===== src/verilog/dtzq_pkg.sv =====
// package: constants for the training, thermal and calibration block
package dtzq_pkg;

  // ****************************************
  // clock and timing
  // ****************************************
  localparam int unsigned CLK_PERIOD_NS = 100;
  localparam int unsigned TTSI_MS       = 32;
  // longest interval rounds down
  localparam int unsigned TTSI_CYC      = TTSI_MS * 1000000 / CLK_PERIOD_NS;
  localparam int unsigned TOFS_US       = 200;
  localparam int unsigned TOFS_CYC      = TOFS_US * 1000 / CLK_PERIOD_NS;
  localparam int unsigned TZQCAL_NS     = 1000;
  // least time rounds up
  localparam int unsigned TZQCAL_CYC    = (TZQCAL_NS + CLK_PERIOD_NS - 1) / CLK_PERIOD_NS;
  localparam int unsigned TMR_W         = 20;

  // ****************************************
  // multi-purpose command operands
  // ****************************************
  localparam logic [6:0] OP_RD_FIFO  = 7'h41;
  localparam logic [6:0] OP_RD_DQCAL = 7'h43;
  localparam logic [6:0] OP_WR_FIFO  = 7'h47;
  localparam logic [6:0] OP_ZQ_START = 7'h4F;
  localparam logic [6:0] OP_ZQ_LATCH = 7'h51;

  // ****************************************
  // training fifo and read pipeline
  // ****************************************
  localparam int unsigned     FIFO_D  = 5;
  localparam int unsigned     PTR_W   = 3;
  localparam logic [2:0]      PTR_MAX = 3'h4;
  localparam int unsigned     DQ_W    = 16;
  localparam int unsigned     RL_W    = 5;
  localparam int unsigned     PIPE_D  = 32;
  localparam logic [4:0]      RL_RST  = 5'h06;
  localparam int unsigned     ZQ_W    = 6;
  localparam logic [5:0]      ZQ_DEF  = 6'h20;

  // ****************************************
  // register map and fields
  // ****************************************
  localparam logic [7:0] REG_CFG  = 8'h00;
  localparam logic [7:0] REG_STAT = 8'h08;
  localparam logic [7:0] REG_MR4  = 8'h10;
  localparam logic [7:0] REG_MR10 = 8'h28;
  localparam int unsigned CFG_WDBI   = 0;
  localparam int unsigned CFG_RDBI   = 1;
  localparam int unsigned CFG_DM     = 2;
  localparam int unsigned CFG_RL_LSB = 8;
  localparam int unsigned MR4_TS_LSB = 0;
  localparam int unsigned MR4_OFS_LSB = 5;
  localparam int unsigned MR10_ZQRST = 0;
  localparam int unsigned ST_ZQBUSY  = 0;
  localparam int unsigned ST_ZQDEF   = 1;
  localparam int unsigned ST_CODE_LSB = 8;
  localparam int unsigned ST_WP_LSB  = 16;
  localparam int unsigned ST_RP_LSB  = 20;

  // ****************************************
  // state types
  // ****************************************
  typedef enum logic [1:0] {
    CMD_IDLE  = 2'b00,
    CMD_RDF   = 2'b01,
    CMD_WRF   = 2'b10,
    CMD_DQCAL = 2'b11
  } dtzq_cmd_t;

  typedef enum logic {
    ZQ_IDLE = 1'b0,
    ZQ_RUN  = 1'b1
  } dtzq_zq_t;

endpackage


===== src/verilog/dtzq_top.sv =====
// module: training fifo, thermal status and background calibration control
`timescale 1ns/10ps
`default_nettype none
module dtzq_top #(
  parameter int unsigned TSI_CYC = dtzq_pkg::TTSI_CYC
) (
  // clock, reset, enable
  input  wire logic        i_clk,
  input  wire logic        i_rst,
  input  wire logic        i_ce,
  // apb slave
  input  wire logic        i_psel,
  input  wire logic        i_penable,
  input  wire logic        i_pwrite,
  input  wire logic [7:0]  i_paddr,
  input  wire logic [31:0] i_pwdata,
  output logic [31:0]      o_prdata,
  output logic             o_pready,
  output logic             o_pslverr,
  // decoded command bus
  input  wire logic        i_cmd_mpc,
  input  wire logic [6:0]  i_cmd_op,
  input  wire logic        i_cmd_cas2,
  input  wire logic [5:0]  i_cas2_opnd,
  input  wire logic        i_cmd_wr,
  input  wire logic        i_cmd_rd,
  input  wire logic        i_cmd_mrr,
  input  wire logic        i_cke,
  input  wire logic        i_pd,
  input  wire logic        i_sref,
  // fifo write data
  input  wire logic        i_wf_valid,
  input  wire logic [15:0] i_wf_data,
  input  wire logic [1:0]  i_wf_dmi,
  // sensor and calibration engine
  input  wire logic [2:0]  i_temp_raw,
  input  wire logic [5:0]  i_zq_result,
  // training read data
  output logic             o_rd_valid,
  output logic [15:0]      o_rd_data,
  output logic             o_rd_undef,
  output logic             o_dmi_oe,
  output logic [1:0]       o_dmi_out,
  output logic             o_cas2_err,
  // thermal and impedance
  output logic [2:0]       o_temp_compensated_refresh,
  output logic [5:0]       o_zq_code,
  output logic             o_zq_busy
);
  localparam int unsigned EW = dtzq_pkg::DQ_W + 4;

  // ****************************************
  // apb decode
  // ****************************************
  logic        acc, wr_en, mapped;
  logic [31:0] rdata;
  logic [2:0]  en_q;
  logic [4:0]  rl_q;
  logic [1:0]  ofs_q;
  logic [2:0]  ts_q;
  logic [5:0]  zq_code_q, done_code_q;
  logic        zq_def_q, have_done_q;
  logic [2:0]  wptr_q, rptr_q;
  logic [31:0] prdata_q;
  dtzq_pkg::dtzq_zq_t zq_st_q;

  assign acc    = i_psel & i_penable;
  assign wr_en  = acc & i_pwrite & i_ce;
  assign mapped = (i_paddr == dtzq_pkg::REG_CFG) || (i_paddr == dtzq_pkg::REG_STAT) ||
                  (i_paddr == dtzq_pkg::REG_MR4) || (i_paddr == dtzq_pkg::REG_MR10);
  assign o_pready  = 1'b1;
  assign o_pslverr = acc & ~mapped;
  assign o_prdata  = prdata_q;

  // read mux
  always_comb begin
    rdata = '0;
    if (i_paddr == dtzq_pkg::REG_CFG) begin
      rdata[dtzq_pkg::CFG_WDBI +: 3]   = en_q;
      rdata[dtzq_pkg::CFG_RL_LSB +: 5] = rl_q;
    end else if (i_paddr == dtzq_pkg::REG_STAT) begin
      rdata[dtzq_pkg::ST_ZQBUSY]        = (zq_st_q == dtzq_pkg::ZQ_RUN);
      rdata[dtzq_pkg::ST_ZQDEF]         = zq_def_q;
      rdata[dtzq_pkg::ST_CODE_LSB +: 6] = zq_code_q;
      rdata[dtzq_pkg::ST_WP_LSB +: 3]   = wptr_q;
      rdata[dtzq_pkg::ST_RP_LSB +: 3]   = rptr_q;
    end else if (i_paddr == dtzq_pkg::REG_MR4) begin
      rdata[dtzq_pkg::MR4_TS_LSB +: 3]  = ts_q;
      rdata[dtzq_pkg::MR4_OFS_LSB +: 2] = ofs_q;
    end
  end

  // read data captured in the setup phase
  always_ff @(posedge i_clk) begin
    if (i_rst) begin
      prdata_q <= '0;
    end else if (i_ce && i_psel && !i_penable) begin
      prdata_q <= rdata;
    end
  end

  // configuration register
  always_ff @(posedge i_clk) begin
    if (i_rst) begin
      en_q <= '0;
      rl_q <= dtzq_pkg::RL_RST;
    end else if (wr_en && i_paddr == dtzq_pkg::REG_CFG) begin
      en_q <= i_pwdata[dtzq_pkg::CFG_WDBI +: 3];
      rl_q <= i_pwdata[dtzq_pkg::CFG_RL_LSB +: 5];
    end
  end

  always_ff @(posedge i_clk) begin
    if (i_rst) begin
      ofs_q <= '0;
    end else if (wr_en && i_paddr == dtzq_pkg::REG_MR4) begin
      ofs_q <= i_pwdata[dtzq_pkg::MR4_OFS_LSB +: 2];
    end
  end

  // ****************************************
  // command decode
  // ****************************************
  dtzq_pkg::dtzq_cmd_t cmd_q;
  logic rd_exec, dq_exec, zq_start, zq_latch, disturb;

  // training reads wait for the CAS-2; fifo writes follow i_wf_valid alone
  always_ff @(posedge i_clk) begin
    if (i_rst) begin
      cmd_q <= dtzq_pkg::CMD_IDLE;
    end else if (i_ce) begin
      cmd_q <= dtzq_pkg::CMD_IDLE;
      if (i_cmd_mpc) begin
        case (i_cmd_op)
          dtzq_pkg::OP_RD_FIFO:  cmd_q <= dtzq_pkg::CMD_RDF;
          dtzq_pkg::OP_WR_FIFO:  cmd_q <= dtzq_pkg::CMD_WRF;
          dtzq_pkg::OP_RD_DQCAL: cmd_q <= dtzq_pkg::CMD_DQCAL;
          default:               cmd_q <= dtzq_pkg::CMD_IDLE;
        endcase
      end
    end
  end

  // accepted in any bank or refresh state while clock enable is high
  assign rd_exec  = i_ce & i_cke & i_cmd_cas2 & (cmd_q == dtzq_pkg::CMD_RDF);
  assign dq_exec  = i_ce & i_cmd_cas2 & (cmd_q == dtzq_pkg::CMD_DQCAL);
  assign zq_start = i_ce & i_cmd_mpc & (i_cmd_op == dtzq_pkg::OP_ZQ_START);
  assign zq_latch = i_ce & i_cmd_mpc & (i_cmd_op == dtzq_pkg::OP_ZQ_LATCH);
  // foreign commands and low cke zero the fifo pointers
  assign disturb  = i_cmd_wr | i_cmd_rd | i_cmd_mrr | dq_exec | ~i_cke;

  // flag non-zero operands on a training CAS-2
  always_ff @(posedge i_clk) begin
    if (i_rst) begin
      o_cas2_err <= 1'b0;
    end else if (i_ce) begin
      o_cas2_err <= i_cmd_cas2 & (cmd_q != dtzq_pkg::CMD_IDLE) & (i_cas2_opnd != '0);
    end
  end

  // ****************************************
  // training fifo
  // ****************************************
  logic [EW-3:0]           mem [dtzq_pkg::FIFO_D];
  logic [dtzq_pkg::FIFO_D-1:0] wrote_q;

  // data storage
  always_ff @(posedge i_clk) begin
    if (i_ce && i_wf_valid) begin
      mem[wptr_q] <= {i_wf_dmi, i_wf_data};
    end
  end

  // pointers advance and wrap after five entries
  always_ff @(posedge i_clk) begin
    if (i_rst) begin
      wptr_q  <= '0;
      rptr_q  <= '0;
      wrote_q <= '0;
    end else if (i_ce) begin
      if (disturb) begin
        wptr_q <= '0;
        rptr_q <= '0;
      end else begin
        if (i_wf_valid) begin
          wptr_q          <= (wptr_q == dtzq_pkg::PTR_MAX) ? '0 : wptr_q + 3'h1;
          wrote_q[wptr_q] <= 1'b1;
        end
        if (rd_exec) begin
          rptr_q <= (rptr_q == dtzq_pkg::PTR_MAX) ? '0 : rptr_q + 3'h1;
        end
      end
    end
  end

  // ****************************************
  // read latency pipeline
  // ****************************************
  logic [EW-1:0] pipe_q [dtzq_pkg::PIPE_D];
  logic [4:0]    ins;
  logic [EW-1:0] entry;

  // insertion slot set by the read latency
  assign ins   = (rl_q == '0) ? '0 : rl_q - 5'h1;
  // unwritten entries read as zero with a flag
  assign entry = wrote_q[rptr_q] ? {2'b10, mem[rptr_q]} : {2'b11, {(EW-2){1'b0}}};

  // one slot per command, so back-to-back reads never collide
  always_ff @(posedge i_clk) begin
    if (i_rst) begin
      for (int i = 0; i < dtzq_pkg::PIPE_D; i++) pipe_q[i] <= '0;
    end else if (i_ce) begin
      for (int i = 0; i < dtzq_pkg::PIPE_D - 1; i++) pipe_q[i] <= pipe_q[i+1];
      pipe_q[dtzq_pkg::PIPE_D-1] <= '0;
      if (rd_exec) begin
        pipe_q[ins] <= entry;
      end
    end
  end

  // pipe word: valid, undefined flag, dmi, data
  logic [EW-1:0] head;
  logic          head_undef;
  assign head       = pipe_q[0];
  assign head_undef = head[EW-2];
  assign o_rd_valid = head[EW-1];
  assign o_rd_data  = head[dtzq_pkg::DQ_W-1:0];
  assign o_rd_undef = head_undef;
  // mask pins driven when any inversion or masking mode is on
  assign o_dmi_oe   = head[EW-1] & (en_q != '0);
  assign o_dmi_out  = head_undef ? 2'h0 : head[dtzq_pkg::DQ_W +: 2];

  // ****************************************
  // temperature status
  // ****************************************
  logic       tsi_busy, tsi_done, ofs_chg, lp_q, lp_exit;
  logic [3:0] tsum;
  logic [2:0] ts_d;
  logic [1:0] ofs_seen_q;

  dtzq_timer #(.W(dtzq_pkg::TMR_W)) u_tsi (
    .i_clk   (i_clk),
    .i_rst   (i_rst),
    .i_ce    (i_ce),
    .i_load  (~tsi_busy),
    .i_count (dtzq_pkg::TMR_W'(TSI_CYC - 1)),
    .o_busy  (tsi_busy),
    .o_done  (tsi_done)
  );

  assign tsum    = {1'b0, i_temp_raw} + {2'b00, ofs_q};
  assign ts_d    = tsum[3] ? 3'h7 : tsum[2:0];
  assign ofs_chg = (ofs_q != ofs_seen_q);
  assign lp_exit = lp_q & ~(i_sref | i_pd);

  // low-power tracking
  always_ff @(posedge i_clk) begin
    if (i_rst) begin
      lp_q       <= 1'b0;
      ofs_seen_q <= '0;
    end else if (i_ce) begin
      lp_q       <= i_sref | i_pd;
      ofs_seen_q <= ofs_q;
    end
  end

  // periodic update and on leaving low power
  always_ff @(posedge i_clk) begin
    if (i_rst) begin
      ts_q <= '0;
    end else if (i_ce && (tsi_done || ofs_chg || lp_exit)) begin
      ts_q <= ts_d;
    end
  end
  assign o_temp_compensated_refresh = ts_q;

  // ****************************************
  // background impedance calibration
  // ****************************************
  logic zq_go, zq_busy, zq_done, zq_reset;

  assign zq_go    = zq_start & ~i_pd & (zq_st_q == dtzq_pkg::ZQ_IDLE);
  // one to bit 0 of mode ten resets this channel
  assign zq_reset = wr_en & (i_paddr == dtzq_pkg::REG_MR10) & i_pwdata[dtzq_pkg::MR10_ZQRST];

  dtzq_timer #(.W(dtzq_pkg::TMR_W)) u_zq (
    .i_clk   (i_clk),
    .i_rst   (i_rst),
    .i_ce    (i_ce),
    .i_load  (zq_go),
    .i_count (dtzq_pkg::TMR_W'(dtzq_pkg::TZQCAL_CYC)),
    .o_busy  (zq_busy),
    .o_done  (zq_done)
  );

  // calibration state and result capture
  always_ff @(posedge i_clk) begin
    if (i_rst) begin
      zq_st_q     <= dtzq_pkg::ZQ_IDLE;
      done_code_q <= dtzq_pkg::ZQ_DEF;
      have_done_q <= 1'b0;
    end else if (i_ce) begin
      case (zq_st_q)
        dtzq_pkg::ZQ_IDLE: if (zq_go) zq_st_q <= dtzq_pkg::ZQ_RUN;
        dtzq_pkg::ZQ_RUN: begin
          if (zq_done) begin
            zq_st_q     <= dtzq_pkg::ZQ_IDLE;
            done_code_q <= i_zq_result;
            have_done_q <= 1'b1;
          end
        end
        default: zq_st_q <= dtzq_pkg::ZQ_IDLE;
      endcase
    end
  end

  // latch takes the newest completed result
  // code belongs to this channel only
  always_ff @(posedge i_clk) begin
    if (i_rst) begin
      zq_code_q <= dtzq_pkg::ZQ_DEF;
      zq_def_q  <= 1'b1;
    end else if (i_ce) begin
      if (zq_reset) begin
        zq_code_q <= dtzq_pkg::ZQ_DEF;
        zq_def_q  <= 1'b1;
      end else if (zq_latch && have_done_q) begin
        zq_code_q <= done_code_q;
        zq_def_q  <= 1'b0;
      end
    end
  end
  assign o_zq_code = zq_code_q;
  assign o_zq_busy = zq_busy;

  localparam int RL_CHK = int'(dtzq_pkg::RL_RST);
endmodule // dtzq_top
`default_nettype wire


===== src/verilog/dtzq_timer.sv =====
// module: loadable down counter with a one-cycle done pulse
`timescale 1ns/10ps
`default_nettype none
module dtzq_timer #(
  parameter int unsigned W = 20
) (
  // clock and reset
  input  wire logic         i_clk,
  input  wire logic         i_rst,
  input  wire logic         i_ce,
  // control
  input  wire logic         i_load,
  input  wire logic [W-1:0] i_count,
  // status
  output logic              o_busy,
  output logic              o_done
);
  logic [W-1:0] cnt_q;
  logic         done_q;

  // ****************************************
  // counter
  // ****************************************
  // count down, pulse done on reaching zero
  always_ff @(posedge i_clk) begin
    if (i_rst) begin
      cnt_q  <= '0;
      done_q <= 1'b0;
    end else if (i_ce) begin
      done_q <= 1'b0;
      if (i_load) begin
        cnt_q <= i_count;
      end else if (cnt_q != '0) begin
        cnt_q  <= cnt_q - 1'b1;
        done_q <= (cnt_q == {{(W-1){1'b0}}, 1'b1});
      end
    end
  end

  assign o_busy = (cnt_q != '0);
  assign o_done = done_q;
endmodule // dtzq_timer
`default_nettype wire


===== config.mk =====
export PLATFORM = sky130hd
export DESIGN_NAME = dtzq_top
export DESIGN_NICKNAME = d
export VERILOG_FILES = /design/src/verilog/dtzq_pkg.sv /design/src/verilog/dtzq_top.sv /design/src/verilog/dtzq_timer.sv
export SDC_FILE = /design/constraint.sdc
export NUM_CORES = 1
export LEC_CHECK = 0
export ABC_AREA = 1
export BUFFER_PORTS_ARGS = -buffer_cell sky130_fd_sc_hd__buf_2
export CORE_ASPECT_RATIO = 1.25
export CORE_MARGIN = 4
export CORE_UTILIZATION = 48
export CTS_CLUSTER_SIZE = 20
export DETAILED_ROUTE_END_ITERATION = 6
export HOLD_SLACK_MARGIN = 0.08
export PLACE_DENSITY = 0.67
export SETUP_SLACK_MARGIN = 0.4
export SLEW_MARGIN = 40
export SYNTH_ARGS = -nofsm -noshare
export SYNTH_HDL_FRONTEND = slang
export SYNTH_SLANG_ARGS = --single-unit

===== constraint.sdc =====
create_clock -name i_clk -period 2.6 [get_ports i_clk]
set_input_delay 0.26 -clock i_clk [delete_from_list [all_inputs] [get_ports i_clk]]
set_output_delay 0.26 -clock i_clk [all_outputs]
set_load 0.02 [all_outputs]

==> summary by stage <==
GRT
The first global-routing pass estimated 133000 um of wire. The initial antenna violation count is 0. The maximum number of pins on one net before global-route repair is 121. The number of global-route vias before repair was about 24000. The total congestion overflow after global routing is 0.

In the global route stage, overall resource usage came out at 0.209.

Run
The reported max-cap violation count is 0.

Timing
On the final layout, the worst hold slack is around 0.11 ns. In this run the tightest slew margin relative to its limit is 0.480. The number of pins exceeding their max-slew limit in the final report was 0. Setup total negative slack on the finished layout was measured at 0 ns. Setup repair after global routing could not meet its margin everywhere. The final number of hold-violating endpoints is 0. Setup violations remaining at the end of the flow were counted as 0. Static timing analysis puts the maximum clock frequency at 428 MHz.

The period utilization is 0.900. The measured slew at the worst slew-check pin is ~0.78 ns. After layout, the minimum clock period comes to between 2 and 2.5 ns. The worst clock skew is 0.0194 ns.

Floorplan
The floorplan has approximately 110 rows. The initial standard-cell utilization of the core is 0.487. The area of the core region is 0.0736 mm^2. The die is 313 um tall.

The die covers 0.0791 mm^2. In this run the count of I/O pins placed on the die edge is roughly 160. Measured along the x axis, the die boundary spans 252 um.

Pwr
The peak ir drop on the vdd network is 0.626 mV. The analysis attributes to cell leakage a power of roughly 15 nW. In this run the power density over the cells is 759 mW/mm^2.

Clock tree
The clock drives 837 sinks. The cell at the root of the clock tree is sky130_fd_sc_hd__clkbuf_16. The depth of the CTS H-tree is 3.

The number of CTS-inserted buffers is 83. The TritonCTS clock tree is done. The clock-pin transition on the worst setup and hold timing paths is around 0.06 ns. The insertion delay of the later-clocked pin in the worst-skew pair is 0.64 ns.

Counting along the longest clock path gives a buffer depth of 3.

Routing
For this run, design rule violations remaining after detail routing come to 0. The post-detailed-route count of antenna-violating nets is 0. The via count normalized by instance count is 5.76. The total vias in the final route is 25900. The violation count after the first detailed-route iteration is 2419.

The first detailed-routing pass took 6 iterations. For this block, the routed nets add up to approximately 88000 um of wire. Dividing the detail-routed wire length by the instance count gives 19.6 um.

Synth
Each instance of the synthesized netlist takes up on average 10.6 um^2. The number of storage elements in the synthesis netlist is 837. The proportion of synthesized chip area in sequential cells is 0.663. The post-synthesis cell area is 0.0358 mm^2.

The number of different library cells used by synthesis comes to 39. The number of synthesis warnings is 0. The synthesized instance count is 3365.

Critical path
For the worst setup path, the data required time is a little under 3 ns. The largest fanout on the critical path is 6. For the worst setup path, the data arrival time is about 2.7 ns. STA classifies the critical path endpoint as a flip-flop. The critical path is of the reg2reg type. The launching element type of the critical path is a flip-flop.

Run status
The flow ran to the end, and the final reports show no timing, DRC or antenna violations.

Hold path
The path class of the lowest-slack min-delay path is in2reg.

Placed design
Detailed placement finished with a half-perimeter wire length of 51100 um. The cell count after placement is about 4200. The congestion estimate from routability-driven global placement came to 0.848. The count of buffers inserted at the top-level ports is 122.

Final layout
The finished layout holds 4487 standard cells, fillers aside. After the last flow step, the layout net total stands at 3571. 0 antenna diodes ended up in the layout.

Relative to the synthesized area, the layout overhead comes to 17.2%. Of the cells placed in the final design, the portion with a size suffix greater than 1 is 0.137.
-- final cells by class --
class	count	area, um^2
timing repair buffer	322	3230
sequential	837	23800
clock buffer	116	2300
inverter	181	707
tap	960	1200
fill	6007	31600
clock inverter	36	315
multi-input combinational	2035	10500
-- per-stage QoR --
step	setup slack, ns	instance area [um^2]	utilization	power (W)
after floorplan	0.278	35900	-	0.0192
after global placement	0.132	37400	0.508	0.0202
after global routing	0.190	42000	0.571	0.0333
final	0.261	42000	0.571	0.0319
after detailed placement	-0.00880	37400	0.508	0.0203
after CTS	0.409	40900	0.556	0.0320
-- report_power, final --
part | switching (W) | internal, W
Clock | 0.00507 | 0.00662
Combinational | 0.00280 | 0.00143
Sequential | 0.000522 | 0.0154
Total | 0.00839 | 0.0235
-- cell families after synthesis --
kind of cell             share of synthesized area
adder cells (fa/ha/maj)                    0.00580
other                                     0.000210
AO/OA/AOI/OAI                                0.119
AND/OR/NAND/NOR                              0.149
buffers and inverters                       0.0589
XOR/XNOR                                   0.00440
flip-flops                                   0.663
-- worst max-delay path, cell delays in order (launching register included) --
cell and delay, ns:
sky130_fd_sc_hd__dfxtp_4 0.35, sky130_fd_sc_hd__inv_4 0.08, sky130_fd_sc_hd__ha_4 0.17, sky130_fd_sc_hd__nand2_4 0.06, sky130_fd_sc_hd__nor2_4 0.14, sky130_fd_sc_hd__nand2_4 0.09, sky130_fd_sc_hd__nand2_4 0.09, sky130_fd_sc_hd__buf_6 0.11
sky130_fd_sc_hd__inv_6 0.05, sky130_fd_sc_hd__nor3_4 0.21, sky130_fd_sc_hd__buf_8 0.18, sky130_fd_sc_hd__buf_12 0.12, sky130_fd_sc_hd__nand2_8 0.08, sky130_fd_sc_hd__clkbuf_16 0.17, sky130_fd_sc_hd__nand3_1 0.08, sky130_fd_sc_hd__o21ai_1 0.09
-- metal layers --
layer | part of all wire | vias to the layer above | GRT usage
met5 | 0 | - | 0
met4 | 0.026 | 0 | 0.0653
met3 | 0.068 | 152 | 0.0300
li1 | - | 12300 | -
met2 | 0.50 | 932 | 0.354
met1 | 0.40 | 12500 | 0.280
-- synth_stat cells --
| cell | count | area share |
|---|---|---|
| sky130_fd_sc_hd__a211oi_1 | 1 | 0.00021 |
| sky130_fd_sc_hd__xnor2_1 | 5 | 0.0012 |
| sky130_fd_sc_hd__nor4_1 | 1 | 0.00017 |
| sky130_fd_sc_hd__nor2_2 | 2 | 0.00035 |
| sky130_fd_sc_hd__nor3_1 | 13 | 0.0018 |
| sky130_fd_sc_hd__a21oi_1 | 63 | 0.0088 |
| sky130_fd_sc_hd__buf_4 | 32 | 0.0067 |
| sky130_fd_sc_hd__o32ai_1 | 1 | 0.00024 |
| sky130_fd_sc_hd__nor3b_1 | 2 | 0.00042 |
| sky130_fd_sc_hd__nand2_1 | 276 | 0.029 |
| sky130_fd_sc_hd__a31oi_1 | 9 | 0.0016 |
| sky130_fd_sc_hd__fa_1 | 1 | 0.00056 |
| sky130_fd_sc_hd__o41ai_1 | 1 | 0.00024 |
| sky130_fd_sc_hd__buf_2 | 71 | 0.0099 |
| sky130_fd_sc_hd__nor2_1 | 197 | 0.021 |
| sky130_fd_sc_hd__o221ai_1 | 31 | 0.0076 |
| sky130_fd_sc_hd__clkbuf_1 | 182 | 0.019 |
| sky130_fd_sc_hd__nand4_1 | 16 | 0.0028 |
| sky130_fd_sc_hd__conb_1 | 2 | 0.00021 |
| sky130_fd_sc_hd__nor2_4 | 3 | 0.00094 |
| sky130_fd_sc_hd__o21ai_0 | 664 | 0.093 |
| sky130_fd_sc_hd__xor2_1 | 13 | 0.0032 |
| sky130_fd_sc_hd__nand3b_1 | 1 | 0.00021 |
| sky130_fd_sc_hd__clkinv_1 | 3 | 0.00031 |
| sky130_fd_sc_hd__or2_2 | 4 | 0.00070 |
| sky130_fd_sc_hd__o21ai_1 | 9 | 0.0013 |
| sky130_fd_sc_hd__o2111ai_1 | 1 | 0.00024 |
| sky130_fd_sc_hd__ha_1 | 15 | 0.0052 |
| sky130_fd_sc_hd__o211ai_1 | 10 | 0.0021 |
| sky130_fd_sc_hd__a22oi_1 | 1 | 0.00021 |
| sky130_fd_sc_hd__nand3_1 | 656 | 0.092 |
| sky130_fd_sc_hd__nor3_2 | 1 | 0.00028 |
| sky130_fd_sc_hd__edfxtp_1 | 698 | 0.58 |
| sky130_fd_sc_hd__dfxtp_1 | 139 | 0.078 |
| sky130_fd_sc_hd__buf_1 | 41 | 0.0043 |
| sky130_fd_sc_hd__inv_2 | 5 | 0.00052 |
| sky130_fd_sc_hd__inv_1 | 173 | 0.018 |
| sky130_fd_sc_hd__o22ai_1 | 21 | 0.0037 |
| sky130_fd_sc_hd__nand4_2 | 1 | 0.00035 |
-- flip-flops by register name, indices dropped and copies added, names as in the netlist, 2 cells and up, named ones only --
name,flops
en_q,3
o_temp_compensated_refresh,3
o_zq_code,6
mem,90
ofs_q,2
done_code_q,6
pipe_q,640
o_prdata,17
ofs_seen_q,2
u_zq.cnt_q,20
rl_q,5
rptr_q,3
wrote_q,5
u_tsi.cnt_q,20
cmd_q,2
wptr_q,3
-- repair_timing --
item / CTS / global route
hold buffers: 51 / 0
gates cloned: 3 / 19
resized for setup: 67 / 198
setup endpoints to repair: 607 / 627
hold endpoints to repair: 120 / 0
buffers inserted: 9 / 18
pin swaps: 4 / 15
-- placed cells by master, fill, tap and decap left out, types with 12 or more instances in the layout --
cell type,count
sky130_fd_sc_hd__edfxtp_1,698
sky130_fd_sc_hd__nand3_1,635
sky130_fd_sc_hd__o21ai_0,577
sky130_fd_sc_hd__nand2_1,257
sky130_fd_sc_hd__nor2_1,187
sky130_fd_sc_hd__inv_1,167
sky130_fd_sc_hd__dfxtp_1,136
sky130_fd_sc_hd__buf_2,122
sky130_fd_sc_hd__clkbuf_16,99
sky130_fd_sc_hd__o21ai_1,79
sky130_fd_sc_hd__a21oi_1,63
sky130_fd_sc_hd__buf_4,62
sky130_fd_sc_hd__dlygate4sd3_1,51
sky130_fd_sc_hd__buf_12,49
sky130_fd_sc_hd__o221ai_1,31
sky130_fd_sc_hd__clkbuf_1,26
sky130_fd_sc_hd__o22ai_1,21
sky130_fd_sc_hd__buf_6,21
sky130_fd_sc_hd__nand3_2,19
sky130_fd_sc_hd__nand4_1,16
sky130_fd_sc_hd__o21ai_2,16
sky130_fd_sc_hd__conb_1,16
sky130_fd_sc_hd__clkinv_1,15
sky130_fd_sc_hd__ha_1,14
sky130_fd_sc_hd__xor2_1,12
-- worst paths after layout --
| path | end | slack, ns | startpoint | cells past startpoint |
|---|---|---|---|---|
| worst min register to register | done_code_q[5] | 0.46 | done_code_q[5] | 2 |
| worst max-delay path | pipe_q[26][18] | 0.26 | rl_q[1] | 15 |
| worst min-delay path | o_temp_compensated_refresh[0] | 0.11 | i_temp_raw[0] | 6 |
| worst max register to register | pipe_q[26][18] | 0.26 | rl_q[1] | 15 |
Power figures use the tool's default switching activity.
